[config.mk]
export PLATFORM = sky130hd
export DESIGN_NAME = pac_counter
export DESIGN_NICKNAME = d
export VERILOG_FILES = /design/src/common/pac_pkg.sv /design/src/rtl/pac_counter.sv
export VERILOG_INCLUDE_DIRS = /design/src /design/src/common
export SDC_FILE = /design/constraint.sdc
export NUM_CORES = 1
export LEC_CHECK = 0
export BUFFER_PORTS_ARGS = -buffer_cell sky130_fd_sc_hd__buf_2
export CORE_UTILIZATION = 35
export CTS_CLUSTER_DIAMETER = 100
export DETAILED_ROUTE_END_ITERATION = 10
export GPL_TIMING_DRIVEN = 0
export HOLD_SLACK_MARGIN = 0.05
export SLEW_MARGIN = 25
export SYNTH_ARGS = -nofsm -noshare
export SYNTH_HDL_FRONTEND = slang
export SYNTH_SLANG_ARGS = --single-unit
[constraint.sdc]
create_clock -name clk_i -period 12.38 [get_ports clk_i]
set_input_delay 1.857 -clock clk_i [delete_from_list [all_inputs] [get_ports clk_i]]
set_output_delay 1.857 -clock clk_i [all_outputs]
set_load 0.01 [all_outputs]
[src/common/pac_cfg.svh]
`ifndef PAC_CFG_SVH
`define PAC_CFG_SVH

// ------------------------------------------------------------------
// register indices (implied holding-register numbers)
// ------------------------------------------------------------------
`define PAC_IDX_AO_LAST    8'h07
`define PAC_IDX_ACC_FIRST  8'h08
`define PAC_IDX_SAVE_CD    8'h0C
`define PAC_IDX_FREQ_BASE  8'h0D
`define PAC_IDX_FREQ_EXP   8'h08
`define PAC_IDX_LAST_BASE  8'h0E
`define PAC_IDX_LAST_EXP   8'h09

// ------------------------------------------------------------------
// field layout and reset values
// ------------------------------------------------------------------
`define PAC_DEC_MAX        14'h270F
`define PAC_SAVE_SECONDS   9'h12C
`define PAC_FREQ_MAX       16'hFFFF
`define PAC_ACC_RST        14'h0000
`define PAC_AO_RST         16'h0000

// ------------------------------------------------------------------
// timing
// ------------------------------------------------------------------
`define PAC_SEC_NS         1000000000
`define PAC_CLK_NS         40
`define PAC_SEC_CYCLES     (`PAC_SEC_NS / `PAC_CLK_NS)

`endif

[src/common/pac_pkg.sv]
package pac_pkg;

    typedef logic [13:0] pac_dec_t;
    typedef logic [15:0] pac_word_t;

    typedef enum logic [1:0] {
        PAC_RSP_IDLE,
        PAC_RSP_ACK,
        PAC_RSP_ERR
    } pac_rsp_t;

endpackage

[src/rtl/pac_counter.sv]
// The Wishbone interface to the registers and the placing of the registers were decided locally.
`timescale 1ns/1ps
`include "pac_cfg.svh"
`default_nettype none

module pac_counter #(
    parameter bit IS_BASE    = 1'b1,
    parameter int SEC_CYCLES = `PAC_SEC_CYCLES
) (
    input  wire logic                   clk_i,
    input  wire logic                   rst_i,
    input  wire logic [9:0]             adr_i,
    input  wire logic [31:0]            dat_i,
    input  wire logic [3:0]             sel_i,
    input  wire logic                   we_i,
    input  wire logic                   cyc_i,
    input  wire logic                   stb_i,
    output logic      [31:0]            dat_o,
    output logic                        ack_o,
    output logic                        err_o,
    input  wire logic [1:0]             cnt_in_i,
    output logic      [7:0][15:0]       ao_data_o,
    output logic                        save_o,
    output logic      [1:0][13:0]       saved_hi_o,
    output logic      [1:0][13:0]       saved_lo_o
);

    // --------------------------------------------------------------
    // helpers
    // --------------------------------------------------------------
    function automatic pac_pkg::pac_word_t pac_merge(
        input pac_pkg::pac_word_t old_v,
        input logic [31:0]        dat,
        input logic [3:0]         sel
    );
        pac_pkg::pac_word_t r;
        r = old_v;
        if (sel[0]) begin
            r[7:0] = dat[7:0];
        end
        if (sel[1]) begin
            r[15:8] = dat[15:8];
        end
        return r;
    endfunction

    // preset values above the decimal span are held at 9999
    function automatic pac_pkg::pac_dec_t pac_clamp(
        input pac_pkg::pac_word_t v
    );
        pac_pkg::pac_dec_t r;
        r = `PAC_DEC_MAX;
        if (v < 16'(`PAC_DEC_MAX)) begin
            r = v[13:0];
        end
        return r;
    endfunction

    // --------------------------------------------------------------
    // wishbone slave: decode and answer
    // --------------------------------------------------------------
    pac_pkg::pac_rsp_t  rsp_q;
    pac_pkg::pac_rsp_t  rsp_d;
    logic [31:0]        rdat_q;
    logic [31:0]        rdat_d;
    logic [7:0]         idx;
    logic               req;
    logic               hit;
    logic               wr;
    logic [1:0][13:0]   acc_hi;
    logic [1:0][13:0]   acc_lo;
    logic [1:0][15:0]   freq;
    logic [8:0]         cd_q;
    logic [8:0]         cd_d;

    // byte address >> 2 is the implied register number
    assign idx = adr_i[9:2];
    assign req = cyc_i & stb_i & (rsp_q == pac_pkg::PAC_RSP_IDLE);

    always_comb begin
        hit = 1'b0;
        if (idx <= `PAC_IDX_AO_LAST) begin
            hit = 1'b1;
        end else if (IS_BASE && idx <= `PAC_IDX_LAST_BASE) begin
            hit = 1'b1;
        end else if (!IS_BASE && idx <= `PAC_IDX_LAST_EXP) begin
            hit = 1'b1;
        end
    end

    assign wr = req & hit & we_i;

    always_comb begin
        rsp_d  = pac_pkg::PAC_RSP_IDLE;
        rdat_d = rdat_q;
        if (req) begin
            // unimplemented address gets an error answer
            rsp_d  = hit ? pac_pkg::PAC_RSP_ACK
                         : pac_pkg::PAC_RSP_ERR;
            rdat_d = 32'h0000_0000;
            if (idx <= `PAC_IDX_AO_LAST) begin
                rdat_d = {16'h0000, ao_data_o[idx[2:0]]};
            end else if (IS_BASE) begin
                if (idx == `PAC_IDX_ACC_FIRST) begin
                    rdat_d = {18'h0_0000, acc_hi[0]};
                end else if (idx == `PAC_IDX_ACC_FIRST + 8'h01) begin
                    rdat_d = {18'h0_0000, acc_lo[0]};
                end else if (idx == `PAC_IDX_ACC_FIRST + 8'h02) begin
                    rdat_d = {18'h0_0000, acc_hi[1]};
                end else if (idx == `PAC_IDX_ACC_FIRST + 8'h03) begin
                    rdat_d = {18'h0_0000, acc_lo[1]};
                end else if (idx == `PAC_IDX_SAVE_CD) begin
                    rdat_d = {23'h00_0000, cd_q};
                end else if (idx == `PAC_IDX_FREQ_BASE) begin
                    rdat_d = {16'h0000, freq[0]};
                end else if (idx == `PAC_IDX_FREQ_BASE + 8'h01) begin
                    rdat_d = {16'h0000, freq[1]};
                end
            end else begin
                if (idx == `PAC_IDX_FREQ_EXP) begin
                    rdat_d = {16'h0000, freq[0]};
                end else if (idx == `PAC_IDX_FREQ_EXP + 8'h01) begin
                    rdat_d = {16'h0000, freq[1]};
                end
            end
        end
    end

    always_ff @(posedge clk_i) begin
        if (rst_i) begin
            rsp_q  <= pac_pkg::PAC_RSP_IDLE;
            rdat_q <= 32'h0000_0000;
        end else begin
            rsp_q  <= rsp_d;
            rdat_q <= rdat_d;
        end
    end

    assign ack_o = (rsp_q == pac_pkg::PAC_RSP_ACK);
    assign err_o = (rsp_q == pac_pkg::PAC_RSP_ERR);
    assign dat_o = rdat_q;

    // --------------------------------------------------------------
    // analog output data words
    // --------------------------------------------------------------
    logic [7:0][15:0] ao_q;
    logic [7:0][15:0] ao_d;

    always_comb begin
        ao_d = ao_q;
        if (wr && idx <= `PAC_IDX_AO_LAST) begin
            ao_d[idx[2:0]] = pac_merge(ao_q[idx[2:0]], dat_i, sel_i);
        end
    end

    always_ff @(posedge clk_i) begin
        if (rst_i) begin
            ao_q <= {8{`PAC_AO_RST}};
        end else begin
            ao_q <= ao_d;
        end
    end

    assign ao_data_o = ao_q;

    // --------------------------------------------------------------
    // one-second timebase and save countdown
    // --------------------------------------------------------------
    logic [24:0] sec_q;
    logic [24:0] sec_d;
    logic        tick;
    logic        save_q;
    logic        save_d;

    assign tick = (sec_q == 25'(SEC_CYCLES - 1));

    always_comb begin
        sec_d  = tick ? 25'h000_0000 : sec_q + 25'h000_0001;
        cd_d   = cd_q;
        save_d = 1'b0;
        if (tick && IS_BASE) begin
            // zero stands for one second, then totals are saved
            if (cd_q == 9'h000) begin
                cd_d   = `PAC_SAVE_SECONDS;
                save_d = 1'b1;
            end else begin
                cd_d = cd_q - 9'h001;
            end
        end
    end

    always_ff @(posedge clk_i) begin
        if (rst_i) begin
            sec_q  <= 25'h000_0000;
            cd_q   <= `PAC_SAVE_SECONDS;
            save_q <= 1'b0;
        end else begin
            sec_q  <= sec_d;
            cd_q   <= cd_d;
            save_q <= save_d;
        end
    end

    assign save_o = save_q;

    // --------------------------------------------------------------
    // per-input counting channels
    // --------------------------------------------------------------
    for (genvar i = 0; i < 2; i++) begin : g_ch
        localparam logic [7:0] HI_IDX = 8'(8 + 2 * i);
        localparam logic [7:0] LO_IDX = 8'(9 + 2 * i);

        logic [2:0]          smp_q;
        logic                rise;
        pac_pkg::pac_dec_t   hi_q, hi_d, lo_q, lo_d;
        pac_pkg::pac_dec_t   hi_b, lo_b;
        pac_pkg::pac_dec_t   shi_q, shi_d, slo_q, slo_d;
        pac_pkg::pac_word_t  fcnt_q, fcnt_d, freq_q, freq_d;

        // smp_q[0] feeds only smp_q[1]; edge seen on [1] vs [2]
        assign rise = smp_q[1] & ~smp_q[2];

        always_comb begin
            hi_b = hi_q;
            lo_b = lo_q;
            // a preset in the same cycle as a pulse still counts it
            if (wr && IS_BASE && idx == HI_IDX) begin
                hi_b = pac_clamp(pac_merge(16'(hi_q), dat_i, sel_i));
            end
            if (wr && IS_BASE && idx == LO_IDX) begin
                lo_b = pac_clamp(pac_merge(16'(lo_q), dat_i, sel_i));
            end
            hi_d = hi_b;
            lo_d = lo_b;
            if (rise && IS_BASE) begin
                if (lo_b >= `PAC_DEC_MAX) begin
                    lo_d = 14'h0000;
                    hi_d = (hi_b >= `PAC_DEC_MAX) ? 14'h0000
                                                  : hi_b + 14'h0001;
                end else begin
                    lo_d = lo_b + 14'h0001;
                end
            end
            shi_d = save_d ? hi_q : shi_q;
            slo_d = save_d ? lo_q : slo_q;
            // writes never reach freq_q: it only takes the gate count
            fcnt_d = fcnt_q;
            freq_d = freq_q;
            if (tick) begin
                freq_d = (rise && fcnt_q != `PAC_FREQ_MAX) ?
                         fcnt_q + 16'h0001 : fcnt_q;
                fcnt_d = 16'h0000;
            end else if (rise && fcnt_q != `PAC_FREQ_MAX) begin
                fcnt_d = fcnt_q + 16'h0001;
            end
        end

        always_ff @(posedge clk_i) begin
            if (rst_i) begin
                smp_q  <= 3'h0;
                hi_q   <= `PAC_ACC_RST;
                lo_q   <= `PAC_ACC_RST;
                shi_q  <= `PAC_ACC_RST;
                slo_q  <= `PAC_ACC_RST;
                fcnt_q <= 16'h0000;
                freq_q <= 16'h0000;
            end else begin
                smp_q  <= {smp_q[1:0], cnt_in_i[i]};
                hi_q   <= hi_d;
                lo_q   <= lo_d;
                shi_q  <= shi_d;
                slo_q  <= slo_d;
                fcnt_q <= fcnt_d;
                freq_q <= freq_d;
            end
        end

        assign acc_hi[i]     = hi_q;
        assign acc_lo[i]     = lo_q;
        assign freq[i]       = freq_q;
        assign saved_hi_o[i] = shi_q;
        assign saved_lo_o[i] = slo_q;
    end

endmodule

`default_nettype wire

==> impl_metrics.yaml, run 1 <==
drt:
  viasPerCell: 5.734
  num_vias: 17970
  wl_per_cell_um: 23.26
  drc: 0
  dr.pass1.iters: 6
  drt-total-wl_mm: 72.86
  ant_nets: 0
  first_iter_violations: 1673
power:
  irDropWorstVdd_mv: 0.09364
  total_power_mw: 2.703
  leakage_nw: 7.899
  p_per_area_mw_per_mm2: 128.7
cells_and_area:
  syn_to_final_growth_pct: 20.85
  multi_input_area_mm2: 0.009428
  drive_above_1_share: 0.1699
  layout.nets: 2496
  fillers: 5002
  seq_area_mm2: 0.007267
sta:
  fmax_mhz: 161.0
  slew_headroom: 0.2603
  tightestPinTransition_ns: 1.102
  maxSlewViolCount: 0
  timing.final.crit_period_ns: 6.212
  hold_violations: 0
  rsz0062_at_grt: "false"
  min_period_over_period: 0.5018
  fin_worst_skew_ns: 0.03523
  setup_viol: 0
  finalSetupTns_ns: 0
die:
  num_io_pins: 272
  initial_utilization: 0.3550
  die_area_mm2: 0.05055
  core_area_mm2: 0.04895
  std_cell_rows: 81
  die_w_um: 224.8
  die_y_um: 224.8
worst_setup_path:
  crit_type: "in -> reg"
  crit_required_ns: 12.88
  crit_path_max_fanout: 10
  worstPathArrival_ns: 6.72
  cp-start-kind: "input pin"
  endpoint_kind: "register"
hold_path:
  min_path_type: "reg -> reg"
global_route:
  grt_max_degree: 14
  antenna_found_initial: 3
  grt_pass1_wl_mm: 105.5
  grt_overflow_total: 0
  grt_pass1_vias: 16660
  grtUsageTotal: 0.2795
synthesis:
  synth.distinct_cells: 87
  syn_area_mm2: 0.01738
  yosys_warnings: 0
  ys_seq_area_frac: 0.4181
  ys.flop_type: "dfxtp_1"
  synth_edf_count: 0
  synth-seq-cells: 363
  synth_area_per_cell_um2: 8.110
  async_flop_share: 0
  postSynthCellCount: 2143
placement:
  detailed_place_hpwl_mm: 56.12
  portBuffers: 233
  gp_congestion: 1.003
clocking:
  cts_buffer_depth: 3
  clk_latency_ns: 0.62
  clkTransAtPathRegs_ns: 0.06
  postCtsSetupRepairBufs: 0
  htreeDepth: 2
  hold_buffers: 0
  cts.repair.resized: 0
  root_buffer: "clkbuf_16"
  clkSinkCount: 363
  cts_tree: "done"
  cts-buffers-inserted: 41
run_status:
  status: "complete, no violations"
run:
  cap_viol_max_count: 0
[routing by layer]
layer  global-route usage  share of wire
met1               0.3649           0.41
met2               0.4361           0.45
met3              0.04899          0.087
met4               0.1556          0.054
met5                    0              0
[through the flow]
| stage | hold slack [ns] | instance area, um2 | worst slack (ns) | cells | utilization |
|---|---|---|---|---|---|
| after floorplan | 0.4138 | 17440 | 7.186 | 2158 | - |
| after global placement | 0.4217 | 19430 | 5.876 | 3055 | 0.3970 |
| after detailed placement | 0.4277 | 19450 | 5.836 | 3056 | 0.3974 |
| after CTS | 0.4414 | 20980 | 6.386 | 3130 | 0.4287 |
| after global routing | 0.4565 | 21000 | 6.017 | 3131 | 0.4290 |
| final | 0.4372 | 21000 | 6.168 | 3133 | 0.4291 |
[power by group]
group	switching, mW	internal, mW
clock network	0.536	0.831
logic	0.114	0.0390
registers	0.00800	1.17
[cell usage after synthesis (8+ instances only)]
cell        n  share of area
nor2_1    442          0.095
dfxtp_1   363           0.42
a21oi_1   248          0.071
nand2_1   198          0.043
clkbuf_1  108          0.023
nand3_1    63          0.018
xnor2_1    47          0.024
nor3_1     44          0.013
o21ai_0    44          0.013
a211oi_1   39          0.017
xor2_1     38          0.019
inv_1      37         0.0080
o22ai_1    36          0.013
mux4_2     32          0.041
nand4_1    25         0.0090
mux2i_1    21          0.012
a22oi_1    17         0.0073
buf_4      17         0.0073
nor2b_1    17         0.0061
nor4_1     17         0.0061
and3_1     16         0.0058
mux2_2     16          0.010
and2_1     15         0.0054
o22a_1     14         0.0071
a31oi_1    13         0.0047
nand2b_1   13         0.0047
a21o_1     12         0.0052
a221oi_1   12         0.0060
buf_1      11         0.0024
nand3b_1   11         0.0048
o21ai_1    10         0.0029
or3_1       9         0.0032
and4_1      8         0.0040
ha_1        8         0.0058
[cell type report]
type,count,area share
diodes,3,0.0003574
well taps,664,0.03956
repair buffers,234,0.05576
flip-flops and latches,363,0.3460
plain buffers,145,0.02979
clock inverters,15,0.01364
inverters,38,0.006791
clock buffers,59,0.05922
multi-input cells,1612,0.4489
[path summary, 6_finish.rpt]
path	from	endpoint	slack, ns	cells after the start
setup / recovery	adr_i[8]	g_ch[0].hi_q[5]	6.17	13
hold / removal	g_ch[1].smp_q[0]	g_ch[1].smp_q[1]	0.44	1
setup reg to reg	rsp_q[1]	g_ch[0].hi_q[5]	7.41	13
hold reg to reg	g_ch[1].smp_q[0]	g_ch[1].smp_q[1]	0.44	1
[state kept, by name, summed over array words and instances (netlist names)]
| name | flops |
|---|---|
| g_ch.fcnt_q | 32 |
| ao_data_o | 128 |
| g_ch.slo_q | 28 |
| save_o | 1 |
| sec_q | 25 |
| g_ch.freq_q | 32 |
| g_ch.lo_q | 28 |
| g_ch.smp_q | 6 |
| g_ch.shi_q | 28 |
| rsp_q | 2 |
| g_ch.hi_q | 28 |
| dat_o | 16 |
| cd_q | 9 |
[layout by cell type (no fill, tap or decap), types with 25 or more instances in the layout]
| master | instances |
|---|---|
| nor2_1 | 442 |
| clkbuf_16 | 41 |
| nand4_1 | 25 |
| o21ai_0 | 44 |
| nand2_1 | 198 |
| dfxtp_1 | 363 |
| a211oi_1 | 39 |
| xnor2_1 | 47 |
| a21oi_1 | 248 |
| o22ai_1 | 36 |
| clkbuf_1 | 111 |
| xor2_1 | 38 |
| inv_1 | 37 |
| buf_2 | 241 |
| mux4_2 | 32 |
| nand3_1 | 63 |
| nor3_1 | 44 |
[worst max-delay path, cell delays in order]
cell      delay [ns]
buf_2           0.11
nor4_2          0.76
nand4_1         0.69
nor3_1          0.62
nand2_1         0.37
o22a_1          0.31
ha_1            0.25
o21ai_0         0.12
a211oi_1        0.12
o31ai_2         0.51
nand2_1         0.32
clkbuf_1        0.32
o32ai_1         0.35
[cells by family (layout without fill, tap and decap cells)]
| logic type | count (synthesis) | in the layout | synth area share |
|---|---|---|---|
| mux | 69 | 69 | 0.06393 |
| xor+xnor | 85 | 85 | 0.04284 |
| compound gates | 514 | 514 | 0.1833 |
| fa+ha+maj | 8 | 8 | 0.005760 |
| simple gates | 920 | 920 | 0.2416 |
| buf+inv | 183 | 491 | 0.04420 |
| other cells | 1 | 19 | 0.0002158 |
| flops | 363 | 363 | 0.4181 |
(Power assumes the default switching activity.)
==> run 2: changes to the inputs <==
Settings changed: ABC_AREA set to 1.
Clock period 12.38 ns to 5.7 ns, I/O delays scaled along.
==> run 2 against run 1 <==
- worst hold slack worse by 0.036 ns
- non-clock buffer count is 11 lower
- core utilization is 0.33 points lower
- largest cell class unchanged
- sequential share of layout area is 1.5 points lower
- wire length is 3.4% lower
- final area is 4.4% higher
- count of clock-buffer cells in the layout is 3 lower
==> impl_metrics.yaml, run 2 <==
run_status:
  status: "complete, no violations"
cells_and_area:
  drive_above_1_share: 0.1493
  layout_common_cells: "inv_1 (496), nand2_1 (408), dfxtp_1 (363), nor2_1 (269), buf_2 (241)"
  layout_commonest_cell: "inv_1"
  fin_cells: 3674
  largest_reg_flops: 128
  syn_to_final_growth_pct: 19.63
  finish.instance_area_mm2: 0.02193
  layout.nets: 3022
drt:
  first_iter_violations: 1998
  ant_nets: 0
  dr.pass1.iters: 6
  num_vias: 18660
  viasPerCell: 5.078
  drt-total-wl_mm: 70.35
  drc: 0
  wl_per_cell_um: 19.15
worst_setup_path:
  worstPathCellList: "buf_2, inv_2, nand2_1, clkbuf_1, buf_1, o22ai_1, o21ai_0, o21ai_0, nand2_1, nand2_1, o21ai_0, inv_1"
  critPathSlowestCell: "buf_1"
  crit_path_max_fanout: 10
  cp-start-kind: "input pin"
  worstPathArrival_ns: 4.24
  crit_type: "in -> reg"
  critPathTopFamily: "buffers and inverters"
  endpoint_kind: "register"
  critical_path.max_stage_delay_ns: 0.61
  crit_required_ns: 6.16
  path_buf_inv: 5
global_route:
  grt_max_degree: 14
  grt_pass1_vias: 17230
  grt_overflow_total: 0
  antenna_found_initial: 1
  grtUsageTotal: 0.2572
  grt_pass1_wl_mm: 103.9
placement:
  dpl_cell_area_mm2: 0.02044
  detailed_place_hpwl_mm: 54.67
  dp_cells: 3597
  portBuffers: 232
  gp_congestion: 0.9758
power:
  irDropWorstVdd_mv: 0.2127
  p_per_area_mw_per_mm2: 264.1
  total_power_mw: 5.791
  leakage_nw: 9.943
sta:
  tightestPinTransition_ns: 1.141
  setup_viol: 0
  min_period_over_period: 0.6630
  slew_headroom: 0.2366
  hold_violations: 0
  fmax_mhz: 264.6
  rsz0062_at_grt: "false"
  maxSlewViolCount: 0
  finalSetupTns_ns: 0
  timing.final.crit_period_ns: 3.779
  fin_worst_skew_ns: 0.03622
synthesis:
  yosys.area.top_type: "dfxtp_1"
  synthTopCellsByArea: "dfxtp_1 (40%), inv_1 (10%), nand2_1 (8.4%)"
  postSynthCellCount: 2665
  synth.distinct_cells: 63
  synth_area_per_cell_um2: 6.879
  ys_seq_area_frac: 0.3964
  synth_edf_count: 0
  post-synth-top-count-cell: "inv_1"
  synth_top_area_frac: 0.3964
  syn_area_mm2: 0.01833
  async_flop_share: 0
  synth-seq-cells: 363
  yosys_warnings: 0
  ys.flop_type: "dfxtp_1"
  synth_common_cells: "inv_1 (496), nand2_1 (408), dfxtp_1 (363)"
clocking:
  clk_latency_ns: 0.60
  cts_buffer_depth: 3
  cts.repair.resized: 0
  cts-buffers-inserted: 42
  root_buffer: "clkbuf_16"
  htreeDepth: 2
  clkSinkCount: 363
  hold_buffers: 0
  cts_tree: "done"
  clkTransAtPathRegs_ns: 0.05
  postCtsSetupRepairBufs: 0
run:
  cap_viol_max_count: 0
die:
  die_area_mm2: 0.05330
  die_w_um: 230.9
  initial_utilization: 0.3559
  num_io_pins: 272
  core_area_mm2: 0.05151
  std_cell_rows: 83
  die_y_um: 230.9
hold_path:
  min_path_type: "reg -> reg"
## run 2: cell count changes after synthesis, sizes merged, moves of 45 or more
cell   previous run  this run
nand3            64       109
o21ai            56       279
o22ai            36        82
nand2           198       429
inv              38       517
nor2            442       292
## run 2: power breakdown
group	switching, mW	internal [mW]	leakage, nW
Combinational	0.253	0.0747	6.29
Clock	1.15	1.76	0.731
Sequential	0.00848	2.55	2.93
Total	1.41	4.38	9.94
## run 2: routing by layer
metal	track usage	up-vias	part of all wire	wire length, um
met1	0.3361	8563	0.43	30160
met5	0	-	0.00017	12
met2	0.4016	753	0.44	30860
li1	-	9152	-	-
met3	0.05632	186	0.085	5987
met4	0.1194	2	0.047	3328
## run 2: layout make-up
class                           count  area [um2]
Antenna cell                        1       2.502
Buffer                            131       660.6
Clock buffer                       56        1204
Clock inverter                     20       281.5
Fill cell                        5493       29580
Inverter                          519        1951
Multi-Input combinational cell   1667        8516
Sequential cell                   363        7267
Tap cell                          680       850.8
Timing Repair Buffer              237        1199
## run 2: worst min-delay path: cells and delay by family (launching register included)
family | cells | cell delay (ns)
and+or+nand+nor | 1 | 0.03
DFF | 1 | 0.29
buffers and inverters | 1 | 0.04
## run 2: final timing paths
path,startpoint,end,slack [ns],cells after the start
worst max-delay path,adr_i[2],ao_data_o[110],1.92,12
worst min-delay path,g_ch[0].smp_q[0],g_ch[0].smp_q[1],0.40,2
worst max register to register,rsp_q[1],g_ch[0].hi_q[5],2.16,18
worst min register to register,g_ch[0].smp_q[0],g_ch[0].smp_q[1],0.40,2
## run 2: cell families (layout without fill, tap and decap cells)
logic type / count (synthesis) / in the layout / share of synthesized area
buf+inv: 650 / 963 / 0.1424
other cells: 1 / 17 / 0.0002046
mux: 3 / 3 / 0.001638
simple gates: 922 / 922 / 0.2245
compound gates: 662 / 662 / 0.2026
fa+ha+maj: 8 / 8 / 0.005460
xor+xnor: 56 / 56 / 0.02675
flops: 363 / 363 / 0.3964
## run 2: stage by stage
step / hold WS (ns) / setup slack (ns) / util
after floorplan: 0.3883 / 2.504 / -
after global placement: 0.3901 / 1.265 / 0.3961
after detailed placement: 0.3933 / 1.508 / 0.3969
after CTS: 0.4023 / 2.095 / 0.4257
after global routing: 0.4257 / 1.877 / 0.4257
final: 0.4016 / 1.921 / 0.4258
==> run 3: changes to the inputs <==
Clock period 5.7 ns to 3.8 ns, I/O delays scaled along.
==> run 3 against run 2 <==
- wire length is 0.13% higher
- non-clock buffer count is 1 lower
- die area stayed put
- sequential share of layout area hardly changed
- first-iteration DRC count is 1.1% lower
- setup slack worse by 1.6 ns
- total power is 50% higher
- critical path type unchanged
- critical endpoint unchanged
==> impl_metrics.yaml, run 3 (synthesis results as in run 2) <==
placement:
  portBuffers: 232
  dp_cells: 3597
  gp_congestion: 0.9758
  detailed_place_hpwl_mm: 54.67
cells_and_area:
  fin_cells: 3673
  drive_above_1_share: 0.1494
  syn_to_final_growth_pct: 19.61
  layout_commonest_cell: "inv_1"
  layout.nets: 3021
  largest_reg_flops: 128
  layout_common_cells: "inv_1 (496), nand2_1 (408), dfxtp_1 (363), nor2_1 (269), buf_2 (241)"
power:
  p_seq_frac: 0.441
  leakage_nw: 9.941
  internal-power_mw: 6.573
  power.switching_mw: 2.118
  p_per_area_mw_per_mm2: 396.4
  irDropWorstVdd_mv: 0.3191
  combPwrFrac: 0.057
  switching_share: 0.2437
  clkPwrFrac: 0.502
global_route:
  grt_pass1_wl_mm: 103.9
  antenna_found_initial: 1
  grtUsageTotal: 0.2572
  grt_pass1_vias: 17230
  grt_overflow_total: 0
  grt_max_degree: 14
worst_setup_path:
  worstPathCellList: "buf_2, inv_2, nand2_1, clkbuf_1, buf_1, o22ai_1, o21ai_0, o21ai_0, nand2_1, nand2_1, o21ai_0, inv_1"
  crit_path_max_fanout: 10
  endpoint_kind: "register"
  critPathSlowestCell: "buf_1"
  crit_type: "in -> reg"
  worstPathArrival_ns: 3.96
  crit_required_ns: 4.26
  critical_path.max_stage_delay_ns: 0.61
  cp-start-kind: "input pin"
drt:
  num_vias: 18740
  ant_nets: 0
  viasPerCell: 5.101
  drc: 0
  first_iter_violations: 1976
  dr.pass1.iters: 6
  wl_per_cell_um: 19.18
  drt-total-wl_mm: 70.44
clocking:
  root_buffer: "clkbuf_16"
  clkSinkCount: 363
  htreeDepth: 2
  clkTransAtPathRegs_ns: 0.05
  cts.repair.resized: 0
  cts_buffer_depth: 3
  cts-buffers-inserted: 42
  clk_latency_ns: 0.60
  hold_buffers: 0
  cts_tree: "done"
run_status:
  status: "complete, no violations"
sta:
  setup_viol: 0
  rsz0062_at_grt: "false"
  hold_violations: 0
  fin_worst_skew_ns: 0.03585
  finalSetupTns_ns: 0
  maxSlewViolCount: 0
  slew_headroom: 0.2322
  min_period_over_period: 0.9214
  tightestPinTransition_ns: 1.147
  fmax_mhz: 285.6
  timing.final.crit_period_ns: 3.501
die:
  die_y_um: 230.9
  std_cell_rows: 83
  core_area_mm2: 0.05151
  die_area_mm2: 0.05330
  die_w_um: 230.9
  initial_utilization: 0.3559
  num_io_pins: 272
hold_path:
  min_path_type: "in -> reg"
run:
  cap_viol_max_count: 0
-- run 3: changes by cell type in the layout (fill, tap and decap cells not counted), sizes merged --
cell    change
clkbuf      -1
-- run 3: critical path, delay by kind of cell --
| kind | cells | cell delay, ns |
|---|---|---|
| and+or+nand+nor | 3 | 0.63 |
| buffers and inverters | 5 | 1.43 |
| AOI/OAI and AO/OA | 4 | 1.30 |
-- run 3: path summary, 6_finish.rpt --
path | startpoint | to | slack [ns] | cells past startpoint
max | adr_i[2] | ao_data_o[110] | 0.30 | 12
min | cnt_in_i[0] | g_ch[0].smp_q[0] | 0.21 | 3
max reg2reg | cd_q[0] | g_ch[0].shi_q[4] | 0.47 | 11
min reg2reg | g_ch[0].smp_q[0] | g_ch[0].smp_q[1] | 0.40 | 2
-- run 3: power by group through the flow --
stage	clock network [mW]	logic, mW	registers [mW]
final	4.37	0.493	3.83
after global routing	4.58	0.518	3.83
after CTS	4.43	0.476	3.83
after detailed placement	0	0.475	3.92
after global placement	0	0.469	3.92
after floorplan	0	0.270	3.91
-- run 3: timing repair --
action,CTS,global route
buffers inserted,0,0
endpoints found under the hold margin,0,0
endpoints found under the setup margin,0,3
-- run 3: metal layers --
metal | part of all wire | GRT usage | vias up | wire, um
li1 | - | - | 9153 | -
met1 | 0.43 | 0.3361 | 8624 | 29960
met2 | 0.44 | 0.4016 | 782 | 31020
met3 | 0.087 | 0.05632 | 176 | 6162
met4 | 0.047 | 0.1194 | 2 | 3284
met5 | 0.00017 | 0 | - | 12
-- run 3: final cells by class --
class                           count  area (um2)
Inverter                          519        1951
Buffer                            130       656.9
Antenna cell                        1       2.502
Tap cell                          680       850.8
Sequential cell                   363        7267
Fill cell                        5492       29580
Timing Repair Buffer              237        1199
Clock inverter                     20       281.5
Clock buffer                       56        1204
Multi-Input combinational cell   1667        8516
-- run 3: metrics by stage --
| stage | cell area (um2) | total power [mW] | setup slack (ns) | util | hold WS [ns] |
|---|---|---|---|---|---|
| 6_report | 21930 | 8.692 | 0.2986 | 0.4257 | 0.2133 |
| 3_3_place_gp | 20400 | 4.385 | -0.3498 | 0.3961 | 0.3901 |
| 4_1_cts | 21930 | 8.738 | 0.3761 | 0.4257 | 0.1940 |
| 5_1_grt | 21920 | 8.933 | 0.1395 | 0.4256 | 0.2052 |
| 3_5_place_dp | 20440 | 4.390 | -0.1067 | 0.3969 | 0.3933 |
| 2_1_floorplan | 18390 | 4.183 | 0.8893 | - | 0.3883 |
